==> config.mk <==
export PLATFORM = sky130hd
export DESIGN_NAME = charge_port_mode_load_detect
export DESIGN_NICKNAME = d
export VERILOG_FILES = /design/src/pkg/cpm_pkg.sv /design/src/hw/charge_port_mode_load_detect.sv
export VERILOG_INCLUDE_DIRS = /design/src /design/src/pkg
export SDC_FILE = /design/constraint.sdc
export NUM_CORES = 1
export LEC_CHECK = 0
export BUFFER_PORTS_ARGS = -buffer_cell sky130_fd_sc_hd__buf_2
export CAP_MARGIN = 20
export CORE_ASPECT_RATIO = 1.2
export CORE_MARGIN = 3
export CORE_UTILIZATION = 35
export CTS_CLUSTER_SIZE = 8
export DETAILED_ROUTE_END_ITERATION = 7
export RECOVER_POWER = 100
export SYNTH_ARGS = -nofsm -noshare
export SYNTH_HDL_FRONTEND = slang
export SYNTH_SLANG_ARGS = --single-unit
export TNS_END_PERCENT = 1
==> constraint.sdc <==
create_clock -name pclk -period 3.6 [get_ports pclk]
set_input_delay 0.18 -clock pclk [delete_from_list [all_inputs] [get_ports pclk]]
set_output_delay 0.18 -clock pclk [all_outputs]
set_load 0.02 [all_outputs]
==> src/pkg/cpm_defines.svh <==
// constants for the charge port mode and load detection controller
`ifndef CPM_DEFINES_SVH
`define CPM_DEFINES_SVH

// timebase: one tick per millisecond
`define CPM_CLK_MHZ 100
`define CPM_TICK_US 1000
`define CPM_TICK_W 17
`define CPM_CNT_W 16

// qualification times in milliseconds
`define CPM_ASSERT_MS 200
`define CPM_RELEASE_MS 3000
`define CPM_SLEEP_MS 15000
`define CPM_WAKE_DISCH_MS 2000
`define CPM_SWITCH_DISCH_MS 500

// register map, byte addresses
`define CPM_ADDR_W 12
`define CPM_ADDR_CTRL 12'h000
`define CPM_ADDR_STATUS 12'h004

// control register layout and reset value
`define CPM_CTRL_AUTOSW 0
`define CPM_CTRL_RESET 32'h0000_0001
`define CPM_STATUS_PAD_W 18

`endif

==> src/pkg/cpm_pkg.sv <==
// types for the charge port mode and load detection controller
package cpm_pkg;
`include "cpm_defines.svh"

    typedef enum logic [2:0] {
        MODE_DISCHARGE, MODE_AUTO, MODE_PLAIN, MODE_SHORTED,
        MODE_DIVIDER, MODE_PAIRED, MODE_CDP
    } mode_e;

    typedef enum logic [1:0] {DET_NONE, DET_LOW_DRAIN, DET_BUDGET} det_e;

    typedef enum logic [1:0] {LD_CHARGE, LD_SLEEP, LD_WAKE} ld_e;

    typedef enum logic [1:0] {AS_IDLE, AS_DISCH, AS_SDP} as_e;

    // pin and comparator inputs, in synchroniser order
    typedef struct packed {
        logic mode_select_a;
        logic mode_select_b;
        logic mode_select_c;
        logic limit_choice;
        logic above_lo_plus;
        logic below_lo_minus;
        logic below_wake;
        logic at_wake_limit;
        logic bc12_primary;
        logic hid_detected;
        logic phone_dcp_no_data;
        logic phone_sdp_connected;
    } pins_s;

    typedef struct packed {
        pins_s s1;
        pins_s s2;
        logic [`CPM_TICK_W-1:0] tick_cnt;
        logic tick;
        mode_e mode;
        det_e det;
        ld_e ld;
        as_e as_st;
        logic pb_on;
        logic [`CPM_CNT_W-1:0] ld_cnt;
        logic [`CPM_CNT_W-1:0] pb_cnt;
        logic [`CPM_CNT_W-1:0] as_cnt;
        logic lp_n;
        logic disch;
        logic upper;
        logic lim55;
        logic data_on;
        logic [31:0] ctrl;
        logic [31:0] prdata;
        logic pslverr;
    } st_s;

endpackage : cpm_pkg

==> src/hw/charge_port_mode_load_detect.sv <==
// charge port mode decode, load detection and cdp/sdp auto switch
`timescale 1ns/1ps

module charge_port_mode_load_detect #(
    parameter int TICK_CYCLES = `CPM_CLK_MHZ * `CPM_TICK_US
) (
    // clock and reset
    input wire logic pclk,
    input wire logic presetn,
    // apb slave
    input wire logic [`CPM_ADDR_W-1:0] paddr,
    input wire logic psel,
    input wire logic penable,
    input wire logic pwrite,
    input wire logic [31:0] pwdata,
    input wire logic [3:0] pstrb,
    output logic [31:0] prdata,
    output logic pready,
    output logic pslverr,
    // mode pins
    input wire logic mode_select_a,
    input wire logic mode_select_b,
    input wire logic mode_select_c,
    input wire logic limit_choice,
    // current comparators and port sensing
    input wire logic above_lo_plus,
    input wire logic below_lo_minus,
    input wire logic below_wake,
    input wire logic at_wake_limit,
    input wire logic bc12_primary,
    input wire logic hid_detected,
    input wire logic phone_dcp_no_data,
    input wire logic phone_sdp_connected,
    // port control
    output logic load_present_n,
    output logic port_discharge,
    output logic port_power_on,
    output logic upper_limit_sel,
    output logic wake_limit_sel,
    output logic data_lines_on
);

    localparam logic [`CPM_TICK_W-1:0] TICK_LAST =
        `CPM_TICK_W'(TICK_CYCLES - 1);
    localparam logic [`CPM_CNT_W-1:0] CNT_ONE = `CPM_CNT_W'(1);

    cpm_pkg::st_s q;
    cpm_pkg::st_s n;
    cpm_pkg::pins_s raw;
    cpm_pkg::pins_s p;

    assign raw = '{mode_select_a, mode_select_b, mode_select_c, limit_choice,
        above_lo_plus, below_lo_minus, below_wake, at_wake_limit,
        bc12_primary, hid_detected, phone_dcp_no_data, phone_sdp_connected};

    always_comb begin
        logic [2:0] sel;
        cpm_pkg::mode_e cmd_mode;
        cpm_pkg::det_e cmd_det;
        logic data_mode;
        sel = 3'h0;
        cmd_mode = cpm_pkg::MODE_DISCHARGE;
        cmd_det = cpm_pkg::DET_NONE;
        data_mode = 1'b0;
        n = q;
        n.s1 = raw;
        n.s2 = q.s1;
        p = q.s2;

        n.tick = 1'b0;
        n.tick_cnt = q.tick_cnt + `CPM_TICK_W'(1);
        if (q.tick_cnt == TICK_LAST) begin
            n.tick_cnt = '0;
            n.tick = 1'b1;
        end

        // pin decode
        sel = {p.mode_select_a, p.mode_select_b, p.mode_select_c};
        unique case (sel)
            3'h0: cmd_mode = cpm_pkg::MODE_DISCHARGE;
            3'h1: begin
                cmd_mode = cpm_pkg::MODE_AUTO;
                cmd_det = p.limit_choice ? cpm_pkg::DET_LOW_DRAIN
                                         : cpm_pkg::DET_NONE;
            end
            3'h2: cmd_mode = cpm_pkg::MODE_PLAIN;
            3'h3: begin
                cmd_mode = cpm_pkg::MODE_AUTO;
                cmd_det = p.limit_choice ? cpm_pkg::DET_BUDGET
                                         : cpm_pkg::DET_NONE;
            end
            3'h4: cmd_mode = cpm_pkg::MODE_SHORTED;
            3'h5: cmd_mode = cpm_pkg::MODE_DIVIDER;
            3'h6: cmd_mode = cpm_pkg::MODE_PLAIN;
            3'h7: begin
                cmd_mode = p.limit_choice ? cpm_pkg::MODE_CDP
                                          : cpm_pkg::MODE_PAIRED;
                cmd_det = p.limit_choice ? cpm_pkg::DET_BUDGET
                                         : cpm_pkg::DET_NONE;
            end
        endcase

        // follow pins, hid holds a data mode against auto
        data_mode = (q.mode == cpm_pkg::MODE_PLAIN) ||
                    (q.mode == cpm_pkg::MODE_PAIRED) ||
                    (q.mode == cpm_pkg::MODE_CDP);
        if (!(p.hid_detected && data_mode &&
              cmd_mode == cpm_pkg::MODE_AUTO)) begin
            n.mode = cmd_mode;
            n.det = cmd_det;
        end

        // new detection scheme starts from a clean slate
        if (n.det != q.det) begin
            n.ld = cpm_pkg::LD_CHARGE;
            n.pb_on = 1'b0;
            n.ld_cnt = '0;
            n.pb_cnt = '0;
        end else if (n.det == cpm_pkg::DET_LOW_DRAIN) begin
            unique case (q.ld)
                cpm_pkg::LD_CHARGE: begin
                    if (!p.below_wake) begin
                        n.ld_cnt = '0;
                    end else if (q.tick) begin
                        n.ld_cnt = q.ld_cnt + CNT_ONE;
                        if (q.ld_cnt == `CPM_CNT_W'(`CPM_SLEEP_MS)) begin
                            n.ld = cpm_pkg::LD_SLEEP;
                            n.ld_cnt = '0;
                        end
                    end
                end
                cpm_pkg::LD_SLEEP: begin
                    if (p.at_wake_limit) begin
                        n.ld = cpm_pkg::LD_WAKE;
                        n.ld_cnt = '0;
                    end
                end
                cpm_pkg::LD_WAKE: begin
                    if (q.tick) begin
                        n.ld_cnt = q.ld_cnt + CNT_ONE;
                        if (q.ld_cnt ==
                            `CPM_CNT_W'(`CPM_WAKE_DISCH_MS)) begin
                            n.ld = cpm_pkg::LD_CHARGE;
                            n.ld_cnt = '0;
                        end
                    end
                end
                default: n.ld = cpm_pkg::LD_CHARGE;
            endcase
        end else if (n.det == cpm_pkg::DET_BUDGET) begin
            if (!q.pb_on) begin
                // primary detection asserts at once in cdp
                if (n.mode == cpm_pkg::MODE_CDP && p.bc12_primary) begin
                    n.pb_on = 1'b1;
                    n.pb_cnt = '0;
                end else if (!p.above_lo_plus) begin
                    n.pb_cnt = '0;
                end else if (q.tick) begin
                    n.pb_cnt = q.pb_cnt + CNT_ONE;
                    if (q.pb_cnt == `CPM_CNT_W'(`CPM_ASSERT_MS - 1)) begin
                        n.pb_on = 1'b1;
                        n.pb_cnt = '0;
                    end
                end
            end else begin
                if (!p.below_lo_minus) begin
                    n.pb_cnt = '0;
                end else if (q.tick) begin
                    n.pb_cnt = q.pb_cnt + CNT_ONE;
                    if (q.pb_cnt == `CPM_CNT_W'(`CPM_RELEASE_MS - 1)) begin
                        n.pb_on = 1'b0;
                        n.pb_cnt = '0;
                    end
                end
            end
        end

        // cdp/sdp auto switch, enabled from the control register
        if (n.mode != cpm_pkg::MODE_CDP || !q.ctrl[`CPM_CTRL_AUTOSW]) begin
            n.as_st = cpm_pkg::AS_IDLE;
            n.as_cnt = '0;
        end else begin
            unique case (q.as_st)
                cpm_pkg::AS_IDLE: begin
                    if (p.phone_dcp_no_data) begin
                        n.as_st = cpm_pkg::AS_DISCH;
                        n.as_cnt = '0;
                    end
                end
                cpm_pkg::AS_DISCH: begin
                    if (q.tick) begin
                        n.as_cnt = q.as_cnt + CNT_ONE;
                        if (q.as_cnt ==
                            `CPM_CNT_W'(`CPM_SWITCH_DISCH_MS)) begin
                            n.as_st = cpm_pkg::AS_SDP;
                        end
                    end
                end
                cpm_pkg::AS_SDP: begin
                    // back to cdp, port stays powered
                    if (p.phone_sdp_connected) begin
                        n.as_st = cpm_pkg::AS_IDLE;
                    end
                end
                default: n.as_st = cpm_pkg::AS_IDLE;
            endcase
        end

        // port outputs; pin swaps between data modes never discharge, the auto switch to sdp does
        n.disch = (n.mode == cpm_pkg::MODE_DISCHARGE) ||
                  (n.det == cpm_pkg::DET_LOW_DRAIN &&
                   n.ld == cpm_pkg::LD_WAKE) ||
                  (n.as_st == cpm_pkg::AS_DISCH);
        unique case (n.mode)
            cpm_pkg::MODE_DISCHARGE: n.upper = 1'b0;
            cpm_pkg::MODE_AUTO: n.upper = 1'b1;
            cpm_pkg::MODE_PAIRED: n.upper = 1'b0;
            cpm_pkg::MODE_CDP: n.upper = (n.as_st == cpm_pkg::AS_IDLE);
            default: n.upper = p.limit_choice;
        endcase
        n.lim55 = (n.det == cpm_pkg::DET_LOW_DRAIN &&
                   n.ld == cpm_pkg::LD_SLEEP);
        // low drain flag low except while asleep
        unique case (n.det)
            cpm_pkg::DET_LOW_DRAIN: n.lp_n = (n.ld == cpm_pkg::LD_SLEEP);
            cpm_pkg::DET_BUDGET: n.lp_n = !n.pb_on;
            default: n.lp_n = 1'b1;
        endcase
        n.data_on = (n.mode == cpm_pkg::MODE_PLAIN ||
                     n.mode == cpm_pkg::MODE_PAIRED ||
                     n.mode == cpm_pkg::MODE_CDP) &&
                    (n.as_st != cpm_pkg::AS_DISCH);

        // apb: answer prepared in setup, zero wait states
        if (psel && !penable) begin
            n.pslverr = 1'b0;
            unique case (paddr)
                `CPM_ADDR_CTRL: n.prdata = q.ctrl;
                `CPM_ADDR_STATUS: n.prdata = {
                    `CPM_STATUS_PAD_W'(0), q.as_st, q.ld, q.det, q.mode,
                    q.data_on, q.lim55, q.upper, q.disch, q.lp_n};
                default: begin
                    n.prdata = '0;
                    n.pslverr = 1'b1;
                end
            endcase
        end
        if (psel && penable && pwrite && paddr == `CPM_ADDR_CTRL &&
            pstrb[0]) begin
            n.ctrl[7:0] = pwdata[7:0];
        end
    end

    always_ff @(posedge pclk or negedge presetn) begin
        if (!presetn) begin
            q <= '0;
            q.lp_n <= 1'b1;
            q.ctrl <= `CPM_CTRL_RESET;
        end else begin
            q <= n;
        end
    end

    assign prdata = q.prdata;
    assign pready = 1'b1;
    assign pslverr = q.pslverr && psel && penable;
    assign load_present_n = q.lp_n;
    assign port_discharge = q.disch;
    assign port_power_on = !q.disch;
    assign upper_limit_sel = q.upper;
    assign wake_limit_sel = q.lim55;
    assign data_lines_on = q.data_on;
endmodule : charge_port_mode_load_detect

## Word level (Yosys, flattened, before mapping)

Index checks and enable logic that the tools add are counted.

| operators by class | value |
|---|---|
| add/sub/neg operators | 4 |
| equal/unequal tests | 42 |
| mux-type cells | 59 |
| reductions and logical operators | 42 |

Operators with widths:

| cell | number |
|---|---|
| $mux 16 | 20 |
| $add 16x1->16 const B | 3 |
| $pmux 16 s3 | 1 |
| $mux 33 | 1 |
| $pmux 16 s2 | 1 |
| $mux 2 | 15 |
| $pmux 14 s2 | 1 |
| $eq 3x3->1 const B | 8 |
| $mux 18 | 1 |
| $pmux 3 s6 | 1 |
| $add 17x1->17 const B | 1 |
| $eq 17x17->1 const B | 1 |
| $eq 16x11->1 const B | 1 |
| $eq 16x12->1 const B | 1 |
| $eq 16x14->1 const B | 1 |
| $eq 16x8->1 const B | 1 |
| $eq 16x9->1 const B | 1 |
| $ne 3x3->1 const B | 5 |
| $logic_and 1x1->1 | 13 |
| $eq 12x3->1 const B | 1 |
| $eq 3x2->1 const B | 4 |
| $logic_not 12->1 | 1 |
| $mux 1 | 12 |
| $pmux 2 s3 | 2 |
| 24 further kinds | 50 |

| word-level totals | value |
|---|---|
| bits in registers | 146 |
| input port bits | 65 |
| output and inout bits | 40 |
| word-level logic and storage cells | 189 |

## Logic depth before layout (Yosys ltp)

Gate-level depths: netlist of run 1.

| depth | value |
|---|---|
| depth after elaboration | 15 |
| mapped depth | 13 |
| mapped depth without buffers | 11 |

## Least setup slack after synthesis of run 1

No wires, ideal clock.

| path | value |
|---|---|
| path type | register to register |
| start point | register q[125] (netlist bit) |
| end point | register q[92] (netlist bit) |
| setup time | 110 ps |
| arrival | 2,633 ps |
| data required time | 3,490 ps |
| path slack | 856 ps |
| cell stages (with the launch flop) | 13 |
| buffers on the path | 1 |
| path through | dfrtp_1 > and3b_1 > o211ai_1 > mux2i_1 > inv_1 > ha_1 > nor2b_1 > and3_1 > a32oi_1 > and2_1 > clkbuf_1 > o2bb2a_1 > o41ai_1 |

RTL lines:

| what | RTL line | text |
|---|---|---|
| start: declaration | charge_port_mode_load_detect.sv:47 | `cpm_pkg::st_s q;` |
| start signal: assignment | charge_port_mode_load_detect.sv:260 | `q <= n;` |

==> results of run 1 <==
[cells in the mapped netlist (10+ instances only)]
master,number
nand4_1,13
nor2_1,37
nor3_1,16
nor2b_1,12
a21oi_1,18
dfrtp_1,126
nand2_1,71
clkbuf_1,14
o31ai_1,22
mux2_2,10
mux2i_1,10
o21ai_0,32
nand3_1,33
ha_1,12
inv_1,19
buf_4,34
o2bb2a_1,12
and3_1,12
[layer usage]
metal | wire length [um] | global-route usage (%)
met2 | 6880 | 23.9
met5 | 0 | 0
met3 | 521 | 3.96
met4 | 143 | 4.80
met1 | 6820 | 18.5
[cells in the final DEF, fill, tap and decap left out, types with 19 or more instances in the layout]
master         netlist  final
o31ai_1             22     25
nand2_1             71     71
nand3_1             33     33
clkbuf_1            14     29
conb_1               2     19
dlygate4sd3_1        0     21
buf_2                6     36
inv_1               19     19
o21ai_0             32     33
nor2_1              37     38
dfrtp_1            126    126
[stage by stage]
stage | instances | total power [uW]
floorplan | 676 | 1630
global placement | 938 | 1700
detailed placement | 938 | 1700
CTS | 991 | 3480
global route | 992 | 3570
finish | 992 | 3430
[kinds of logic (layout without fill, tap and decap cells)]
| kind of cell | count (synthesis) | after routing |
|---|---|---|
| and+or+nand+nor | 259 | 259 |
| AOI/OAI and AO/OA | 146 | 146 |
| xor gates and xnor gates | 16 | 16 |
| other | 2 | 19 |
| muxes | 20 | 20 |
| DFF | 128 | 128 |
| adders and majority gates | 12 | 12 |
| buffers and inverters | 76 | 140 |
[sequential cells by signal (all words and copies together) (netlist names)]
| register | count |
|---|---|
| p | 12 |
| upper_limit_sel | 1 |
| n | 12 |
| prdata | 14 |
| port_discharge | 1 |
| load_present_n | 1 |
| q | 85 |
| data_lines_on | 1 |
| wake_limit_sel | 1 |
[worst paths after layout]
path,from,endpoint,slack (ns),cells past startpoint
max,p[11],q[94],0.39,10
max reg2reg,p[11],q[94],0.39,10
max in group asynchronous,presetn,q[127],0.84,3
min,paddr[2],prdata[0],0.25,3
min reg2reg,n[150],p[4],0.35,0
min in group asynchronous,presetn,q[139],0.97,2
[what timing repair did]
| item | in CTS | in global routing |
|---|---|---|
| setup buffers | 0 | 0 |
| hold buffers | 21 | 0 |
| setup endpoints to repair | 0 | 0 |
| hold endpoints to repair | 109 | 0 |
[critical path: stages, from the launching register on]
cell and delay [ns]:
dfrtp_1 0.50, nor2b_1 0.26, o211ai_1 0.24, mux2_1 0.41
inv_1 0.08, ha_1 0.17, nor2b_1 0.24, and3_1 0.19
a32oi_1 0.12, or2_1 0.55, o31ai_1 0.34
[layout make-up]
class / count / area (um^2) / share of cell area [%]
Clock buffer: 22 / 464 / 5.96
Timing Repair Buffer: 89 / 528 / 6.78
Sequential cell: 128 / 3210 / 41.1
Clock inverter: 10 / 135 / 1.73
Tap cell: 252 / 315 / 4.05
Multi-Input combinational cell: 472 / 3070 / 39.4
Inverter: 19 / 71.3 / 0.915
[power breakdown]
part | leakage (uW) | total (uW) | switching [uW] | internal, uW
Sequential | 0.00170 | 1490 | 22.2 | 1460
Clock | 0.000282 | 1750 | 625 | 1120
Combinational | 0.00133 | 195 | 126 | 69.1
Total | 0.00331 | 3430 | 774 | 2650
==> impl_metrics.tcl, run 1 <==
set metrics [dict create \
    dpl_cell_area_um2 7050 \
    synthTopCellsByArea "dfrtp_1, nand2_1, buf_4" \
    ys_ff_latch 128 \
    grt_setup_unrepaired "no" \
    max_freq_mhz 311 \
    vias_per_cell 5.10 \
    vdd_drop_max_mv 0.310 \
    first_iter_violations 317 \
    synth_fa_ha_area_share_pct 2.25 \
    antennaDiodeCount 0 \
    worst_pin_slew_ns 2.28 \
    grt_pass1_wl_um 24500 \
    clk-insertion-delay-late_ns 0.42 \
    h-tree-depth 4 \
    leakagePower_uw 0.00331 \
    path_class "reg2reg" \
    n_fill_cell 1797 \
    drtPass1Iterations 4 \
    slew_headroom_pct -52.2 \
    synth.cell_area_um2 6680 \
    hold_viol 0 \
    drive_gt1_share_pct 14.1 \
    vias 5057 \
    synth.area.mux_share_pct 3.18 \
    crit_arrival_ns 3.53 \
    grt_pass1_vias 4927 \
    violations "capacitance limit, slew limit" \
    grt_usage_pct 14.4 \
    drv_cap 1 \
    fin_nets 804 \
    synth_cells 659 \
    wl_per_cell_um 14.5 \
    cp_max_fo 15 \
    crit_required_ns 3.92 \
    overflow 0 \
    num_rows 54 \
    fin_crit_ns 3.21 \
    ant_nets 0 \
    synth_top_family_by_area "simple AND/OR/NAND/NOR gates" \
    start_util_pct 36.2 \
    drc 0 \
    syn2layout_area_growth_pct 16.6 \
    synth_cell_types 80 \
    clk_path_buf_depth 2 \
    async_reset_ff_share_pct 100 \
    synth_top_area_share_pct 47.2 \
    yosysTopAreaCell "dfrtp_1" \
    startpoint_type "flop" \
    post-place-ws_ns 0.441 \
    endpoint_kind "flop" \
    hold_class "in2reg" \
    path_clk_slew_ns 0.06 \
    ioPinCount 105 \
    cts_tree "yes" \
    report.final.slew_viol_count 93 \
    gp_congestion 0.798 \
    final_core_util_pct 42.2 \
    fp.dieW_um 132 \
    antenna_found_initial 0 \
    wirelength_um 14400 \
    cts.sinks 128 \
    die_area_um2 20800 \
    setup_tns_ns 0 \
    whs_ns 0.251 \
    cts_made_buffers 17 \
    fin_crit_sh_pct 89.3 \
    avgSynthCellArea_um2 10.1 \
    ys.flop_type "dfrtp_1" \
    synth-compound-area-share_pct 16.6 \
    root_buffer "clkbuf_16" \
    outcome "finished with violations" \
    finalInstanceArea_um2 7790 \
    fp.dieH_um 157 \
    synth-xor-area-share_pct 2.10 \
    setup_violations 0 \
    yosysSeqAreaShare_pct 48.0 \
    setup_slack_ns 0.386 \
    cts-resized-gates 0 \
    grt_start_max_net_pins 93 \
    power.density_nw_per_um2 440 \
    ys_warn_count 0 \
    io_buffers 58 \
    hpwlAfterDp_um 9710 \
    finalClockSkew_ns 0.00857 \
    core_area_um2 18400 \
    synth-edff-count 0 \
    synth-simple-area-share_pct 21.1 \
]
Power figures use the tool's default switching activity.
==> inputs of run 2 (changes only) <==
--- a/config.mk
+++ b/config.mk
@@ -13,6 +13,7 @@
 export CORE_UTILIZATION = 35
 export CTS_CLUSTER_SIZE = 8
 export DETAILED_ROUTE_END_ITERATION = 7
+export MAX_ROUTING_LAYER = met4
 export RECOVER_POWER = 100
 export SYNTH_ARGS = -nofsm -noshare
 export SYNTH_HDL_FRONTEND = slang
==> run 2 against run 1 <==
Against the previous run: the flow still finishes with violations (capacitance limit, slew limit); global-route usage up 0.43 points; flip-flop and latch count unchanged; power about the same; critical path type unchanged; largest power group unchanged; fmax about the same; non-clock buffer count unchanged; clock power about the same; die area unchanged; via count up 0.34%; highest routed layer unchanged; first-iteration DRC count up 1.9%; final cell count unchanged; wire length up 0.29%.
==> impl_metrics.tcl, run 2 (synthesis gave the netlist of run 1 again) <==
set metrics [dict create \
    startpoint_type "flop" \
    cts_hold_buf 21 \
    final_core_util_pct 42.2 \
    multi_input_area_um2 3070 \
    startpoint "p[11]" \
    fin_nets 804 \
    n_fill_cell 1797 \
    max_freq_mhz 311 \
    fp.dieH_um 157 \
    fin_crit_ns 3.21 \
    mostFrequentLayoutCell "dfrtp_1" \
    cts_made_buffers 17 \
    grt_setup_unrepaired "no" \
    drive_gt1_share_pct 14.1 \
    placed_cells 938 \
    h-tree-depth 4 \
    cts-resized-gates 0 \
    ant_nets 0 \
    grt_start_max_net_pins 93 \
    setup_tns_ns 0 \
    cpPeakStageDelay_ns 0.55 \
    root_buffer "clkbuf_16" \
    dpl_cell_area_um2 7050 \
    clk_path_buf_depth 2 \
    gp_congestion 0.810 \
    whs_ns 0.256 \
    slew_headroom_pct -52.3 \
    path_cells "nor2b_1, o211ai_1, mux2_1, inv_1, ha_1, nor2b_1, and3_1, a32oi_1, or2_1, o31ai_1" \
    crit_arrival_ns 3.53 \
    fp.dieW_um 132 \
    vias 5074 \
    syn2layout_area_growth_pct 16.6 \
    hold_start "paddr[2]" \
    finalClockSkew_ns 0.00748 \
    fin_crit_sh_pct 89.3 \
    hpwlAfterDp_um 9710 \
    hold_class "in2reg" \
    die_area_um2 20800 \
    outcome "finished with violations" \
    largest_reg_flops 85 \
    crit_required_ns 3.91 \
    grt_pass1_vias 4927 \
    leakagePower_uw 0.00331 \
    path_clk_slew_ns 0.06 \
    stdcell_count 992 \
    top_register "q" \
    finalInstanceArea_um2 7790 \
    drc 0 \
    cts.sinks 128 \
    power.density_nw_per_um2 440 \
    io_buffers 58 \
    drv_cap 1 \
    ioPinCount 105 \
    worst-path-buf-inv 1 \
    endpoint_kind "flop" \
    wirelength_um 14400 \
    worst_pin_slew_ns 2.29 \
    clk-insertion-delay-late_ns 0.42 \
    first_iter_violations 323 \
    report.final.slew_viol_count 93 \
    cp_max_fo 15 \
    antennaDiodeCount 0 \
    post_cts_buffers 0 \
    setup_violations 0 \
    antenna_found_initial 0 \
    reg2reg_from "p[11]" \
    cts_tree "yes" \
    vdd_drop_max_mv 0.310 \
    critPathTopFamily "simple AND/OR/NAND/NOR gates" \
    start_util_pct 36.2 \
    path_class "reg2reg" \
    drtPass1Iterations 4 \
    final_cell_mix "dfrtp_1, nand2_1, nor2_1" \
    num_rows 54 \
    grt_usage_pct 14.9 \
    grt_pass1_wl_um 24600 \
    hold_viol 0 \
    crit_top_cell "nor2b_1" \
    core_area_um2 18400 \
    crit_slowest_cell "or2_1" \
    violations "capacitance limit, slew limit" \
    overflow 0 \
    wl_per_cell_um 14.5 \
    final-seq-area_um2 3210 \
    vias_per_cell 5.11 \
]
-- run 2: cell counts in the layout (fill, tap and decap cells not counted) --
No cell type changed its count.
-- run 2: cell type report --
type	instances	share of cell area [%]
clock buffer	22	5.96
clock inverter	10	1.73
inverter	19	0.915
multi-input combinational	472	39.4
sequential	128	41.1
tap	252	4.05
timing repair buffer	89	6.78
-- run 2: metrics by stage --
stage          power (uW)  setup slack [ns]
2_1_floorplan        1630             0.856
3_3_place_gp         1700             0.501
3_5_place_dp         1700             0.441
4_1_cts              3480             0.413
5_1_grt              3570             0.108
6_report             3430             0.386
-- run 2: power by group --
group	leakage, uW	internal, uW	total (uW)	switching [uW]
Clock	0.000282	1120	1740	624
Sequential	0.00170	1460	1490	22.0
Combinational	0.00133	69.1	196	127
Total	0.00331	2650	3430	773
-- run 2: path summary, 6_finish.rpt --
kind | to | slack, ns | cells after the start
max | q[94] | 0.39 | 10
min | prdata[6] | 0.26 | 3
max reg2reg | q[94] | 0.39 | 10
min reg2reg | p[4] | 0.35 | 0
max in group asynchronous | q[91] | 0.84 | 3
min in group asynchronous | q[139] | 0.97 | 2
-- run 2: per-layer routing --
layer | GRT usage (%) | part of all wire, % | vias to the layer above
li1 | - | - | 2500
met1 | 18.4 | 47 | 2477
met2 | 23.9 | 48 | 85
met3 | 3.96 | 4.1 | 12
met4 | 4.80 | 1.1 | 0
met5 | - | 0 | -
-- run 2: worst reg2reg max path: cells and delay by family, from the launching register on --
| family | cells | cell delay (ns) |
|---|---|---|
| adder cells (fa/ha/maj) | 1 | 0.17 |
| AND/OR/NAND/NOR | 4 | 1.25 |
| flip-flops | 1 | 0.50 |
| buffers and inverters | 1 | 0.08 |
| multiplexers | 1 | 0.41 |
| AO/OA/AOI/OAI | 3 | 0.71 |
